==> src/inc/sample_exchange_consts.vh <==
// Offsets, field positions and sizes of the processor sample exchange
`ifndef SAMPLE_EXCHANGE_CONSTS_VH
`define SAMPLE_EXCHANGE_CONSTS_VH

// ----------------------------------------------------------------
// Register byte addresses
// ----------------------------------------------------------------
`define ADDR_SOURCE_CONTROL  8'h30
`define ADDR_SAMPLE_FIRST    8'h34
`define ADDR_SAMPLE_LAST     8'h83
`define ADDR_FIFO_STATUS     8'h84
`define ADDR_SAMPLE_WIDTH    8'h88

// Four-word groups above ADDR_SAMPLE_FIRST
`define GRP_A_LEFT           3'h0
`define GRP_A_RIGHT          3'h1
`define GRP_MID_LEFT         3'h2
`define GRP_MID_RIGHT        3'h3
`define GRP_PACKED           3'h4

// ----------------------------------------------------------------
// Source control fields and reset value
// ----------------------------------------------------------------
`define CTL_RESET            24'h000000
`define CTL_A_SEL_LO         2
`define CTL_A_SEL_HI         12
`define CTL_B_SEL_LO         5
`define CTL_B_SEL_HI         13
`define CTL_C_SEL_LO         19
`define CTL_A_THR_LO         6
`define CTL_B_THR_LO         14
`define CTL_C_THR_LO         20
`define CTL_A_RST            8
`define CTL_B_RST            9
`define CTL_C_RST            22
`define CTL_A_ZERO           10
`define CTL_B_ZERO           11
`define CTL_C_ZERO           23

// Source selector codes
`define SRC_OFF              4'h0
`define SRC_OUT_A            4'h1
`define SRC_OUT_B            4'h2
`define SRC_RX_FIRST         4'h4
`define SRC_LAST             4'h8

// Full-level thresholds for codes 00..11
`define THR_0                3'h1
`define THR_1                3'h2
`define THR_2                3'h3
`define THR_3                3'h6

// ----------------------------------------------------------------
// Sample and FIFO sizes
// ----------------------------------------------------------------
`define SAMPLE_BITS          20
`define FIFO_DEPTH           3'h6
`define FIFO_LAST            3'h5
`define WIDTH_20             2'h0
`define WIDTH_18             2'h1
`define WIDTH_16             2'h2
`define MASK_20              20'hfffff
`define MASK_18              20'hffffc
`define MASK_16              20'hffff0

`endif

==> src/hw/sample_exchange.v <==
// Processor-side sample exchange: input and output FIFOs, formatting
//
// Implementation choices: the address-and-strobe port and the address map.
`timescale 1ns/1ps
`include "sample_exchange_consts.vh"
// Function
// - Input FIFO full flag raised at 1, 2, 3 or 6 samples per two-bit code.
// - Zero bit set forces reads of the second input register to zero.
// - Zero bit set forces reads of the first input register to zero.
// - Reset bit trims the second input FIFO to exactly one sample.
// - Reset bit trims the first input FIFO to exactly one sample.
// - Each 32-bit single-layout sample register carries only 20 meaningful sample bits.
// - Single layout: ~b19, b19, b19, b18..b0, then ten zero bits.
// - Packed layout: left bits 19..4 high half, right bits 19..4 low half.
// - With 16 or 18-bit samples, low bits read zero and writes ignore them.
// - Inverted MSB presents two's complement data as unsigned.
// - Every register path uses separate left and right FIFOs.
// - Right overrun drops that sample and suppresses the next left write.
// - Left overrun suppresses the next right write of that FIFO.
// - Right transmit underrun blocks the next left read strobe.
// - Left transmit underrun blocks the next right read strobe.
// - Input FIFOs are six samples deep with programmable full level.
// - Output sample registers respond at four consecutive word addresses.

module sample_exchange (
	input  wire         ref_clk,     // System clock, 100 MHz
	input  wire         reset,       // Synchronous reset, active high
	input  wire [7:0]   addr,        // Register byte address
	input  wire [31:0]  wdata,       // Register write data
	input  wire         wr_en,       // Write strobe
	input  wire         rd_en,       // Read strobe
	output reg  [31:0]  rdata,       // Read data, cycle after rd_en
	input  wire [99:0]  rx_data_l,   // Five receiver left samples
	input  wire [99:0]  rx_data_r,   // Five receiver right samples
	input  wire [4:0]   rx_stb_l,    // Receiver left sample strobes
	input  wire [4:0]   rx_stb_r,    // Receiver right sample strobes
	input  wire [2:0]   tx_rd_l,     // Transmit left read strobes a,b,c
	input  wire [2:0]   tx_rd_r,     // Transmit right read strobes a,b,c
	output reg  [59:0]  tx_data_l,   // Transmit left samples a,b,c
	output reg  [59:0]  tx_data_r,   // Transmit right samples a,b,c
	output wire [2:0]   in_full      // Input FIFO full flags a,b,c
);

	// ------------------------------------------------------------
	// Control and configuration
	// ------------------------------------------------------------
	reg  [23:0]  ctl_reg;
	reg  [1:0]   width_reg;
	reg  [19:0]  mask;
	wire [7:0]   rel = addr - `ADDR_SAMPLE_FIRST;
	wire         in_range = (addr >= `ADDR_SAMPLE_FIRST) &&
	                        (addr <= `ADDR_SAMPLE_LAST);
	wire [2:0]   grp = rel[6:4];
	wire         wr_smp = wr_en && in_range;
	wire         rd_smp = rd_en && in_range;

	always @* begin
		case (width_reg)
			`WIDTH_18: mask = `MASK_18;
			`WIDTH_16: mask = `MASK_16;
			default:   mask = `MASK_20;
		endcase
	end

	wire [3:0] sel_a = {ctl_reg[`CTL_A_SEL_HI],
	                    ctl_reg[`CTL_A_SEL_LO -: 3]};
	wire [3:0] sel_b = {ctl_reg[`CTL_B_SEL_HI],
	                    ctl_reg[`CTL_B_SEL_LO -: 3]};
	wire [3:0] sel_c = ctl_reg[`CTL_C_SEL_LO -: 4];
	wire [5:0] thr_codes = {ctl_reg[`CTL_C_THR_LO +: 2],
	                        ctl_reg[`CTL_B_THR_LO +: 2],
	                        ctl_reg[`CTL_A_THR_LO +: 2]};
	wire [2:0] trim_in = {ctl_reg[`CTL_C_RST], ctl_reg[`CTL_B_RST],
	                      ctl_reg[`CTL_A_RST]};

	// Written sample decoded from the single or packed layout
	wire [19:0] wr_single = {wdata[30], wdata[28:10]} & mask;
	wire [19:0] wr_pk_l   = {wdata[31:16], 4'h0} & mask;
	wire [19:0] wr_pk_r   = {wdata[15:0], 4'h0} & mask;

	// ------------------------------------------------------------
	// Twelve FIFOs: 0..5 input a,b,c left/right, 6..11 output
	// ------------------------------------------------------------
	reg  [11:0]  push;
	reg  [11:0]  pop;
	reg  [239:0] push_data;
	wire [239:0] head;
	wire [35:0]  fill;
	wire [11:0]  full;
	wire [11:0]  empty;

	genvar g;
	generate
		for (g = 0; g < 12; g = g + 1) begin : fifo
			reg [19:0] mem [0:5];
			reg [2:0]  wp_reg;
			reg [2:0]  rp_reg;
			reg [2:0]  cnt_reg;
			wire do_push = push[g] && (cnt_reg != `FIFO_DEPTH);
			wire do_pop  = pop[g] && (cnt_reg != 3'h0);
			wire trim    = (g < 6) ? trim_in[(g % 6) / 2] : 1'b0;
			wire [2:0] wp_inc = (wp_reg == `FIFO_LAST) ? 3'h0
			                    : wp_reg + 3'h1;
			wire [2:0] rp_inc = (rp_reg == `FIFO_LAST) ? 3'h0
			                    : rp_reg + 3'h1;
			assign head[g*20 +: 20]  = mem[rp_reg];
			assign fill[g*3 +: 3]    = cnt_reg;
			assign full[g]           = (cnt_reg == `FIFO_DEPTH);
			assign empty[g]          = (cnt_reg == 3'h0);
			always @(posedge ref_clk) begin
				if (do_push)
					mem[wp_reg] <= push_data[g*20 +: 20];
			end
			always @(posedge ref_clk) begin
				if (reset) begin
					wp_reg  <= 3'h0;
					rp_reg  <= 3'h0;
					cnt_reg <= 3'h0;
				end else if (trim && (cnt_reg > 3'h1)) begin
					wp_reg  <= rp_inc;
					cnt_reg <= 3'h1;
				end else begin
					if (do_push)
						wp_reg <= wp_inc;
					if (do_pop)
						rp_reg <= rp_inc;
					cnt_reg <= cnt_reg + {2'h0, do_push} - {2'h0, do_pop};
				end
			end
		end
	endgenerate

	// ------------------------------------------------------------
	// Full-level flags of the input FIFOs
	// ------------------------------------------------------------
	generate
		for (g = 0; g < 3; g = g + 1) begin : level
			reg [2:0] thr;
			always @* begin
				case (thr_codes[g*2 +: 2])
					2'h0:    thr = `THR_0;
					2'h1:    thr = `THR_1;
					2'h2:    thr = `THR_2;
					default: thr = `THR_3;
				endcase
			end
			// Level flag follows the left fill, so it falls with reads
			assign in_full[g] = (fill[g*6 +: 3] >= thr);
		end
	endgenerate

	// ------------------------------------------------------------
	// Source streams: code 1/2 taps processor writes, 4..8 receivers
	// ------------------------------------------------------------
	reg  [179:0] src_l;
	reg  [179:0] src_r;
	reg  [8:0]   src_sl;
	reg  [8:0]   src_sr;
	wire         wa_l = wr_smp && (grp == `GRP_A_LEFT);
	wire         wa_r = wr_smp && (grp == `GRP_A_RIGHT);
	wire         wb_l = wr_smp && (grp == `GRP_MID_LEFT);
	wire         wb_r = wr_smp && (grp == `GRP_MID_RIGHT);
	wire         wc   = wr_smp && (grp == `GRP_PACKED);

	always @* begin
		src_l  = {rx_data_l & {5{mask}}, 20'h0, wr_single, wr_single,
		          20'h0};
		src_r  = {rx_data_r & {5{mask}}, 20'h0, wr_single, wr_single,
		          20'h0};
		src_sl = {rx_stb_l, 1'b0, wb_l, wa_l, 1'b0};
		src_sr = {rx_stb_r, 1'b0, wb_r, wa_r, 1'b0};
	end

	// ------------------------------------------------------------
	// Input pair alignment after overrun
	// ------------------------------------------------------------
	reg  [2:0] skip_l_reg;
	reg  [2:0] skip_r_reg;
	reg  [2:0] in_wl;
	reg  [2:0] in_wr;
	reg  [2:0] skip_l_next;
	reg  [2:0] skip_r_next;
	reg  [3:0] sel;
	integer    k;
	integer    j;
	integer    m;

	always @* begin
		sel         = `SRC_OFF;
		in_wl       = 3'h0;
		in_wr       = 3'h0;
		skip_l_next = skip_l_reg;
		skip_r_next = skip_r_reg;
		push        = 12'h0;
		push_data   = 240'h0;
		for (k = 0; k < 3; k = k + 1) begin
			sel = (k == 0) ? sel_a : (k == 1) ? sel_b : sel_c;
			if ((sel != `SRC_OFF) && (sel <= `SRC_LAST)) begin
				in_wl[k] = src_sl[sel];
				in_wr[k] = src_sr[sel];
				push_data[k*40 +: 20]      = src_l[sel*20 +: 20];
				push_data[k*40 + 20 +: 20] = src_r[sel*20 +: 20];
			end
			// A suppressed write consumes the pending skip
			if (in_wl[k] && skip_l_reg[k])
				skip_l_next[k] = 1'b0;
			else
				push[k*2] = in_wl[k];
			if (in_wr[k] && skip_r_reg[k])
				skip_r_next[k] = 1'b0;
			else
				push[k*2+1] = in_wr[k];
			// Overrun arms a skip on the other half; set wins
			if (push[k*2+1] && full[k*2+1])
				skip_l_next[k] = 1'b1;
			if (push[k*2] && full[k*2])
				skip_r_next[k] = 1'b1;
		end
		// Output FIFOs take processor writes
		push[6]  = wa_l;
		push[7]  = wa_r;
		push[8]  = wb_l;
		push[9]  = wb_r;
		push[10] = wc;
		push[11] = wc;
		push_data[6*20 +: 20]  = wr_single;
		push_data[7*20 +: 20]  = wr_single;
		push_data[8*20 +: 20]  = wr_single;
		push_data[9*20 +: 20]  = wr_single;
		push_data[10*20 +: 20] = wr_pk_l;
		push_data[11*20 +: 20] = wr_pk_r;
	end

	// ------------------------------------------------------------
	// Transmit side reads with underrun alignment
	// ------------------------------------------------------------
	reg  [2:0] blk_l_reg;
	reg  [2:0] blk_r_reg;
	reg  [2:0] blk_l_next;
	reg  [2:0] blk_r_next;
	reg  [5:0] tx_pop;

	always @* begin
		blk_l_next = blk_l_reg;
		blk_r_next = blk_r_reg;
		tx_pop     = 6'h0;
		for (j = 0; j < 3; j = j + 1) begin
			if (tx_rd_l[j] && blk_l_reg[j])
				blk_l_next[j] = 1'b0;
			else
				tx_pop[j*2] = tx_rd_l[j];
			if (tx_rd_r[j] && blk_r_reg[j])
				blk_r_next[j] = 1'b0;
			else
				tx_pop[j*2+1] = tx_rd_r[j];
			if (tx_pop[j*2+1] && empty[6 + j*2 + 1])
				blk_l_next[j] = 1'b1;
			if (tx_pop[j*2] && empty[6 + j*2])
				blk_r_next[j] = 1'b1;
		end
	end

	// ------------------------------------------------------------
	// Processor reads
	// ------------------------------------------------------------
	reg  [31:0] rdata_next;
	reg  [19:0] smp;

	function [31:0] fmt_single;
		input [19:0] s;
		begin
			fmt_single = {~s[19], s[19], s[19], s[18:0], 10'h0};
		end
	endfunction

	always @* begin
		pop        = {tx_pop, 6'h0};
		rdata_next = 32'h0;
		smp        = 20'h0;
		if (rd_smp) begin
			case (grp)
				`GRP_A_LEFT, `GRP_A_RIGHT: begin
					pop[grp[0]] = 1'b1;
					smp = head[grp[0]*20 +: 20] & mask;
					if (!ctl_reg[`CTL_A_ZERO])
						rdata_next = fmt_single(smp);
				end
				`GRP_MID_LEFT, `GRP_MID_RIGHT: begin
					pop[4 + grp[0]] = 1'b1;
					smp = head[(4 + grp[0])*20 +: 20] & mask;
					if (!ctl_reg[`CTL_C_ZERO])
						rdata_next = fmt_single(smp);
				end
				`GRP_PACKED: begin
					pop[2] = 1'b1;
					pop[3] = 1'b1;
					if (!ctl_reg[`CTL_B_ZERO])
						rdata_next = {head[59:44], head[79:64]};
				end
				default: rdata_next = 32'h0;
			endcase
		end else if (rd_en && (addr == `ADDR_SOURCE_CONTROL)) begin
			rdata_next = {8'h0, ctl_reg};
		end else if (rd_en && (addr == `ADDR_FIFO_STATUS)) begin
			rdata_next = {11'h0, in_full, fill[17:0]};
		end else if (rd_en && (addr == `ADDR_SAMPLE_WIDTH)) begin
			rdata_next = {30'h0, width_reg};
		end
	end

	// ------------------------------------------------------------
	// Registers
	// ------------------------------------------------------------
	always @(posedge ref_clk) begin
		if (reset) begin
			ctl_reg    <= `CTL_RESET;
			width_reg  <= `WIDTH_20;
			rdata      <= 32'h0;
			skip_l_reg <= 3'h0;
			skip_r_reg <= 3'h0;
			blk_l_reg  <= 3'h0;
			blk_r_reg  <= 3'h0;
			tx_data_l  <= 60'h0;
			tx_data_r  <= 60'h0;
		end else begin
			rdata      <= rdata_next;
			skip_l_reg <= skip_l_next;
			skip_r_reg <= skip_r_next;
			blk_l_reg  <= blk_l_next;
			blk_r_reg  <= blk_r_next;
			if (wr_en && (addr == `ADDR_SOURCE_CONTROL))
				ctl_reg <= wdata[23:0];
			if (wr_en && (addr == `ADDR_SAMPLE_WIDTH))
				width_reg <= wdata[1:0];
			for (m = 0; m < 3; m = m + 1) begin
				if (tx_pop[m*2] && !empty[6 + m*2])
					tx_data_l[m*20 +: 20] <= head[(6 + m*2)*20 +: 20];
				if (tx_pop[m*2+1] && !empty[7 + m*2])
					tx_data_r[m*20 +: 20] <= head[(7 + m*2)*20 +: 20];
			end
		end
	end

endmodule // sample_exchange

==> config.mk <==
export PLATFORM = sky130hd
export DESIGN_NAME = sample_exchange
export DESIGN_NICKNAME = d
export VERILOG_FILES = /design/src/hw/sample_exchange.v
export VERILOG_INCLUDE_DIRS = /design/src /design/src/inc
export SDC_FILE = /design/constraint.sdc
export NUM_CORES = 2
export LEC_CHECK = 0
export ABC_CLOCK_PERIOD_IN_PS = 6100
export BUFFER_PORTS_ARGS = -buffer_cell sky130_fd_sc_hd__buf_2
export CORE_MARGIN = 1
export CORE_UTILIZATION = 40
export DETAILED_ROUTE_END_ITERATION = 7
export GPL_ROUTABILITY_DRIVEN = 0
export SLEW_MARGIN = 0
export SYNTH_ARGS = -nofsm -noshare
export SYNTH_HDL_FRONTEND = slang
export SYNTH_SLANG_ARGS = --single-unit
==> constraint.sdc <==
create_clock -name ref_clk -period 6.1 [get_ports ref_clk]
set_clock_uncertainty 0.15 [all_clocks]
set_input_delay 0.61 -clock ref_clk [delete_from_list [all_inputs] [get_ports ref_clk]]
set_output_delay 0.61 -clock ref_clk [all_outputs]
set_load 0.02 [all_outputs]
# Yosys cells after proc, flatten, opt, wreduce, memory -nomap -nowiden
# Memories as Yosys holds them, arrays and structs flattened. A register that Yosys moved wholly into a read port is not among the register bits.
# Cells that the tools add are included.
# totals
ff_bits,298
ramBits,1440
input_bits,260
output_inout_bits,155
word_cells,541
mem_count,12
# classes
n_addsub,50
mul,5
order_cmp,21
n_eq_ne,57
shifts,8
mux,167
bitwise_logic,17
n_reduce_logical,141
# mem_list
name,words,width,read_ports,rd_clocked_by_memory_dff,wr,line_no,source
fifo[0].mem,6,20,1,1,1,sample_exchange.v:95,reg [19:0] mem [0:5];
fifo[10].mem,6,20,1,1,1,sample_exchange.v:95,
fifo[11].mem,6,20,1,1,1,sample_exchange.v:95,
fifo[1].mem,6,20,1,1,1,sample_exchange.v:95,
fifo[2].mem,6,20,1,1,1,sample_exchange.v:95,
fifo[3].mem,6,20,1,1,1,sample_exchange.v:95,
+6 memories,n/a,n/a,n/a,n/a,n/a,n/a,
# ops
operator,count
variable part select 180 x 10 -> 20 bit,6
variable part select 240 x 10 -> 20 bit,1
variable part select 240 x 7 -> 20 bit,1
bitwise AND 100 bit,2
two-way mux 3 bit,60
two-way mux 32 bit,4
two-way mux 40 bit,3
bitwise AND 20 bit,5
one-hot mux 32 bit (3 select lines),1
"== test 3 bit, second input constant",31
two-way mux 1 bit,80
logical AND 1 bit,78
"adder 3 x 1 -> 3 bit, second input constant",24
adder 3 x 1 -> 3 bit,12
"inequality test 3 bit, second input constant",12
nonzero test 2 bit,18
nonzero test 3 bit,12
subtractor 3 x 1 -> 3 bit,12
">= comparator 32 x 1 -> 1 bit, second input constant",1
"less-than comparator 32 x 5 -> 1 bit, second input constant",1
"multiplier 4 x 3 -> 7 bit, second input constant",4
one-hot mux 3 bit (3 select lines),3
binary-select mux 1 bit (select 4 bit),6
two-way mux 24 bit,1
35 further kinds,88

# Longest topological paths before layout
# depth
depth_word,13
mapped_depth,14
ltp_nobuf,13

# Worst setup path after synthesis
# OpenSTA, ideal clock, no wires.
# synth_timing
path_kind,input-to-reg
from,in addr[2]
to,mem fifo[4].mem[2][0] (enable)
setup_time_ps,455
t_arrival_ps,4411
t_required_ps,5495
slack_ps,1084
stages,8
n_path_buf,2
cell_sequence,buf_6 or4_4 mux2i_1 a32oi_1 o21a_1 or2_2 clkbuf_1 nor4b_1
# synth_via
elab_chain_len,12
word_cells_on_any_way,17
classes_between,add/sub (1); order compare (2); eq/ne (1); mux (6); reduce/logical (7)
# synth_lines
element,line_no,source
"start, declared",sample_exchange.v:28,"input wire [7:0] addr,"
"parallel branches: the longest is 4 deep, another holds subtractor 7 x 6 -> 7 bit",n/a,
binary-select mux 1 bit (select 4 bit) *,sample_exchange.v:199,in_wl[k] = src_sl[sel];
two-way mux 1 bit (not written as such) *,sample_exchange.v:199,
two-way mux 1 bit *,sample_exchange.v:198,if ((sel != `SRC_OFF) && (sel <= `SRC_LAST)) begin
logical AND 1 bit,sample_exchange.v:205,if (in_wl[k] && skip_l_reg[k])
two-way mux 1 bit *,sample_exchange.v:205,
logical AND 1 bit *,sample_exchange.v:99,wire do_push = push[g] && (cnt_reg != `FIFO_DEPTH);
two-way mux 1 bit *,sample_exchange.v:111,if (do_push)
two-way mux 1 bit (not written as such) *,sample_exchange.v:112,mem[wp_reg] <= push_data[g*20 +: 20];
"end, declared",sample_exchange.v:95,
# Mark *: on every way between the ends. The select of a mux whose other input is x is not followed.

# Final worst setup path
# layout_timing
from,reg ctl_reg[1]
to,reg fifo[0].cnt_reg[1]
# layout_via
elab_chain_len,8
word_cells_on_any_way,11
classes_between,add/sub (2); order compare (1); mux (4); reduce/logical (4)
# layout_lines
element,line_no,source
"start, declared",sample_exchange.v:47,reg [23:0] ctl_reg;
"start signal, assigned",sample_exchange.v:316,ctl_reg <= `CTL_RESET;
"start signal, assigned",sample_exchange.v:332,ctl_reg <= wdata[23:0];
binary-select mux 1 bit (select 4 bit) (tied with other cells),sample_exchange.v:199,
two-way mux 1 bit (not written as such) / logical AND 1 bit (equally long branches),"sample_exchange.v:199, sample_exchange.v:198",
two-way mux 1 bit *,sample_exchange.v:198,
logical AND 1 bit,sample_exchange.v:205,
two-way mux 1 bit *,sample_exchange.v:205,
logical AND 1 bit *,sample_exchange.v:99,
adder 3 x 1 -> 3 bit *,sample_exchange.v:127,"cnt_reg <= cnt_reg + {2'h0, do_push} - {2'h0, do_pop};"
subtractor 3 x 1 -> 3 bit *,sample_exchange.v:127,
"end signal, assigned",sample_exchange.v:127,
"end, declared",sample_exchange.v:98,reg [2:0] cnt_reg;
# Every way passes the cells marked *; elsewhere a longest branch is shown, timed or not. The select of a mux whose other input is x is not followed.
# A chain may end at the register's enable or synchronous reset.

==> flow_metrics.py <==
metrics = {
    "clocking": {
        "clock_path_buffers": 3,
        "numCtsBuffers": 173,
        "cts_tree": "yes",
        "htree_levels": 4,
        "cts_sinks": 1670,
        "clkTransAtPathRegs_ps": 60,
        "root_buffer": "clkbuf_16",
        "post_cts_buffers": 0,
        "clock_latency_ps": 820,
    },
    "worst_setup_path": {
        "cp.required_ps": 6640,
        "rrSetupSlack_ps": 1950,
        "reg2reg_from": "ctl_reg[1]$_SDFFE_PP0P_",
        "cp-start-kind": "flop",
        "r2r_cells": 10,
        "critPathMaxFanout": 33,
        "criticalPathCategory": "flop to flop",
        "crit_path_end_kind": "flop",
        "arrival_ps": 4690,
        "setup.worst_path.end": "fifo[0].cnt_reg[1]$_SDFF_PP0_",
        "crit_start": "ctl_reg[1]$_SDFFE_PP0P_",
        "timing.rr.end": "fifo[0].cnt_reg[1]$_SDFF_PP0_",
    },
    "yosys": {
        "synth-xor-area-share_pct": 0.527,
        "synth-seq-cells": 1670,
        "yosys.area.top_type_share_pct": 57.8,
        "synth_cells": 4557,
        "synth.area.top_cells": "edfxtp_1 (58%), mux4_2 (11%), dfxtp_1 (9.4%), mux2i_1 (3.5%), nor2_1 (2.4%)",
        "syn_area_per_cell_um2": 15.3,
        "synth-main-ff-cell": "edfxtp_1",
        "synth.distinct_cells": 82,
        "synth_area_mm2": 0.0698,
        "synth_area_leader_cell": "edfxtp_1",
        "yosysWarnings": 0,
        "synth_edf_count": 1344,
        "ys_seq_area_share_pct": 67.2,
        "synth_top_family_by_area": "multiplexers",
        "async_reset_ff_share_pct": 0,
        "synth-simple-area-share_pct": 6.35,
        "synth.area.mux_share_pct": 15.5,
        "synthAdderAreaFrac_pct": 1.15,
        "synth_compound_area_share_pct": 7.08,
    },
    "sta": {
        "finalHoldViolCount": 0,
        "max_freq_mhz": 241,
        "hold_ws_ps": 62.9,
        "slew_violations": 0,
        "tightest_slew_ps": 1340,
        "slew_headroom_pct": 9.76,
        "grt_setup_unrepaired": "false",
        "timing.final.crit_period_ps": 4150,
        "fin_tns_setup_ps": 0,
        "fin_ws_ps": 1950,
        "setup_viol": 0,
        "fin_crit_sh_pct": 68.0,
    },
    "layout": {
        "drive_gt1_share_pct": 25.8,
        "largestRegisters": "fifo.mem x1344, tx_data_l x56, tx_data_r x56",
        "nNetsFinal": 5329,
        "top_register": "fifo.mem",
        "largest_reg_flops": 1344,
        "final_util_pct": 46.9,
        "area_growth_pct": 15.9,
        "fillers": 15000,
    },
    "pwr": {
        "p_per_area_mw_per_mm2": 328,
        "clockPowerShare_pct": 39.0,
        "p_switching_w": 0.00680,
        "ir_drop_mv": 0.239,
        "combPwrFrac_pct": 12.4,
        "intPower_w": 0.0197,
        "p_seq_share_pct": 48.6,
        "p_sw_share_pct": 25.6,
        "power_leakage_nw": 26.8,
    },
    "die": {
        "boundaryPins": 415,
        "initial_core_util_pct": 40.4,
        "die_y_um": 420,
        "coreArea_mm2": 0.172,
        "dieWidth_um": 420,
        "die-area_mm2": 0.176,
        "num_rows": 152,
    },
    "run_status": {
        "failed_checks": "design-rule violations",
        "outcome": "complete, but fails checks",
    },
    "placed_design": {
        "io_buffers": 406,
        "hpwl_mm": 140,
        "dp_slack_ps": 1480,
    },
    "global_route": {
        "grt_pass1_wl_mm": 293,
        "grt_pass1_vias": 41400,
        "grt_overflow_total": 0,
        "grt_usage_pct": 23.2,
        "antenna_found_initial": 34,
        "grt_max_degree": 93,
    },
    "routing": {
        "drt_iter0_drc": 4700,
        "wire_per_inst_um": 27.6,
        "num_vias": 42700,
        "via_per_inst": 5.70,
        "wl_mm": 207,
        "ant_nets": 0,
        "drc": 1,
        "drtPass1Iterations": 8,
    },
    "flow_run": {
        "maxCapViolations": 0,
    },
    "min_path": {
        "hp-class": "primary input to flop",
    },
}
## through the flow
stage | instances | total power, W | instance area [µm²]
final | 7495 | 0.0265 | 80900
after floorplan | 4564 | 0.0153 | 69800
after global routing | 7489 | 0.0275 | 80800
after global placement | 7127 | 0.0164 | 75000
after CTS | 7472 | 0.0267 | 80800
after detailed placement | 7127 | 0.0165 | 75000
## power by group through the flow
| stage | Clock [W] | Sequential [W] | Combinational, W |
|---|---|---|---|
| after floorplan | 0 | 0.0132 | 0.00214 |
| after global placement | 0 | 0.0131 | 0.00329 |
| after detailed placement | 0 | 0.0131 | 0.00332 |
| after CTS | 0.0105 | 0.0129 | 0.00334 |
| after global routing | 0.0109 | 0.0129 | 0.00358 |
| final | 0.0103 | 0.0129 | 0.00328 |
## cells in the final DEF, fill, tap and decap left out, types with 175 or more instances in the layout
master     count
nor2_1       444
mux4_2       330
mux2i_1      241
buf_2        405
a21oi_1      196
clkbuf_16    175
nand2_1      239
dfxtp_1      303
o21ai_0      183
edfxtp_1    1344
## logic make-up after synthesis
family	Yosys count
muxes	656
xor gates and xnor gates	42
and+or+nand+nor	972
DFF	1670
buffers and inverters	389
adders and majority gates	57
other	1
AOI/OAI and AO/OA	770
## worst min-delay path by stage
| stage | start | end | slack, ps | cells after the start |
|---|---|---|---|---|
| after floorplan | fifo[9].wp_reg[0]$_SDFFE_PP0P_ | fifo[9].wp_reg[0]$_SDFFE_PP0P_ | 300 | 2 |
| after global placement | tx_data_r[7]$_SDFFE_PP0P_ | tx_data_r[7]$_SDFFE_PP0P_ | 310 | 2 |
| after detailed placement | tx_data_l[26]$_SDFFE_PP0P_ | tx_data_l[26]$_SDFFE_PP0P_ | 320 | 2 |
| final | wdata[12] | fifo[11].mem[4][16]$_DFFE_PP_ | 60 | 1 |
| after CTS | wdata[12] | fifo[11].mem[4][16]$_DFFE_PP_ | 4 | 1 |
| after global routing | wdata[12] | fifo[11].mem[4][16]$_DFFE_PP_ | 20 | 1 |
## synthesized netlist by cell type (all sizes together), types with 5 or more instances
library cell  count
and2              6
dfxtp           326
a21o             18
and3             14
xnor2            27
clkbuf          216
o221ai           11
nand2           239
edfxtp         1344
nand3b            6
nor3             72
a22oi           113
ha               45
nor4             20
a31oi             5
nor3b            15
mux2             85
nand2b           18
a221oi           10
o22ai            18
or3              17
buf              83
nor4b            13
or2              10
mux4            330
o31a              8
fa               12
a21oi           197
o211ai           30
inv              89
nor2b            48
nor2            448
o21ai           190
nand3            19
xor2             15
a222oi           12
mux2i           241
a211oi          132
## per-layer routing
| metal | up-vias | track usage [%] | share of wire (%) |
|---|---|---|---|
| met5 | - | 0 | 0.020 |
| met4 | 6 | 10.7 | 4.8 |
| met3 | 438 | 4.05 | 7.0 |
| met2 | 1779 | 38.0 | 49 |
| met1 | 21800 | 29.9 | 39 |
| li1 | 18700 | - | - |
## worst max-delay path, cell delays in order (launching register included)
cell     delay [ps]
dfxtp_2         800
buf_4           580
mux4_2          470
a22oi_1         360
o31ai_1         210
nand2_1         390
ha_1            300
inv_1            60
ha_1            160
fa_1            410
and3_1          160
## final cells by class
type | instances | area (µm²) | share of cell area (%)
flip-flops and latches | 1670 | 46900 | 58.0
multi-input cells | 2505 | 21700 | 26.9
clock buffers | 225 | 4700 | 5.81
clock inverters | 100 | 873 | 1.08
well taps | 2310 | 2890 | 3.57
repair buffers | 572 | 3340 | 4.13
diodes | 23 | 57.6 | 0.0712
inverters | 90 | 338 | 0.418
## what timing repair did
item / CTS / global route
gates resized for setup: 0 / 0
hold buffers: 20 / 0
endpoints found under the hold margin: 81 / 0
(Power assumes the default switching activity.)
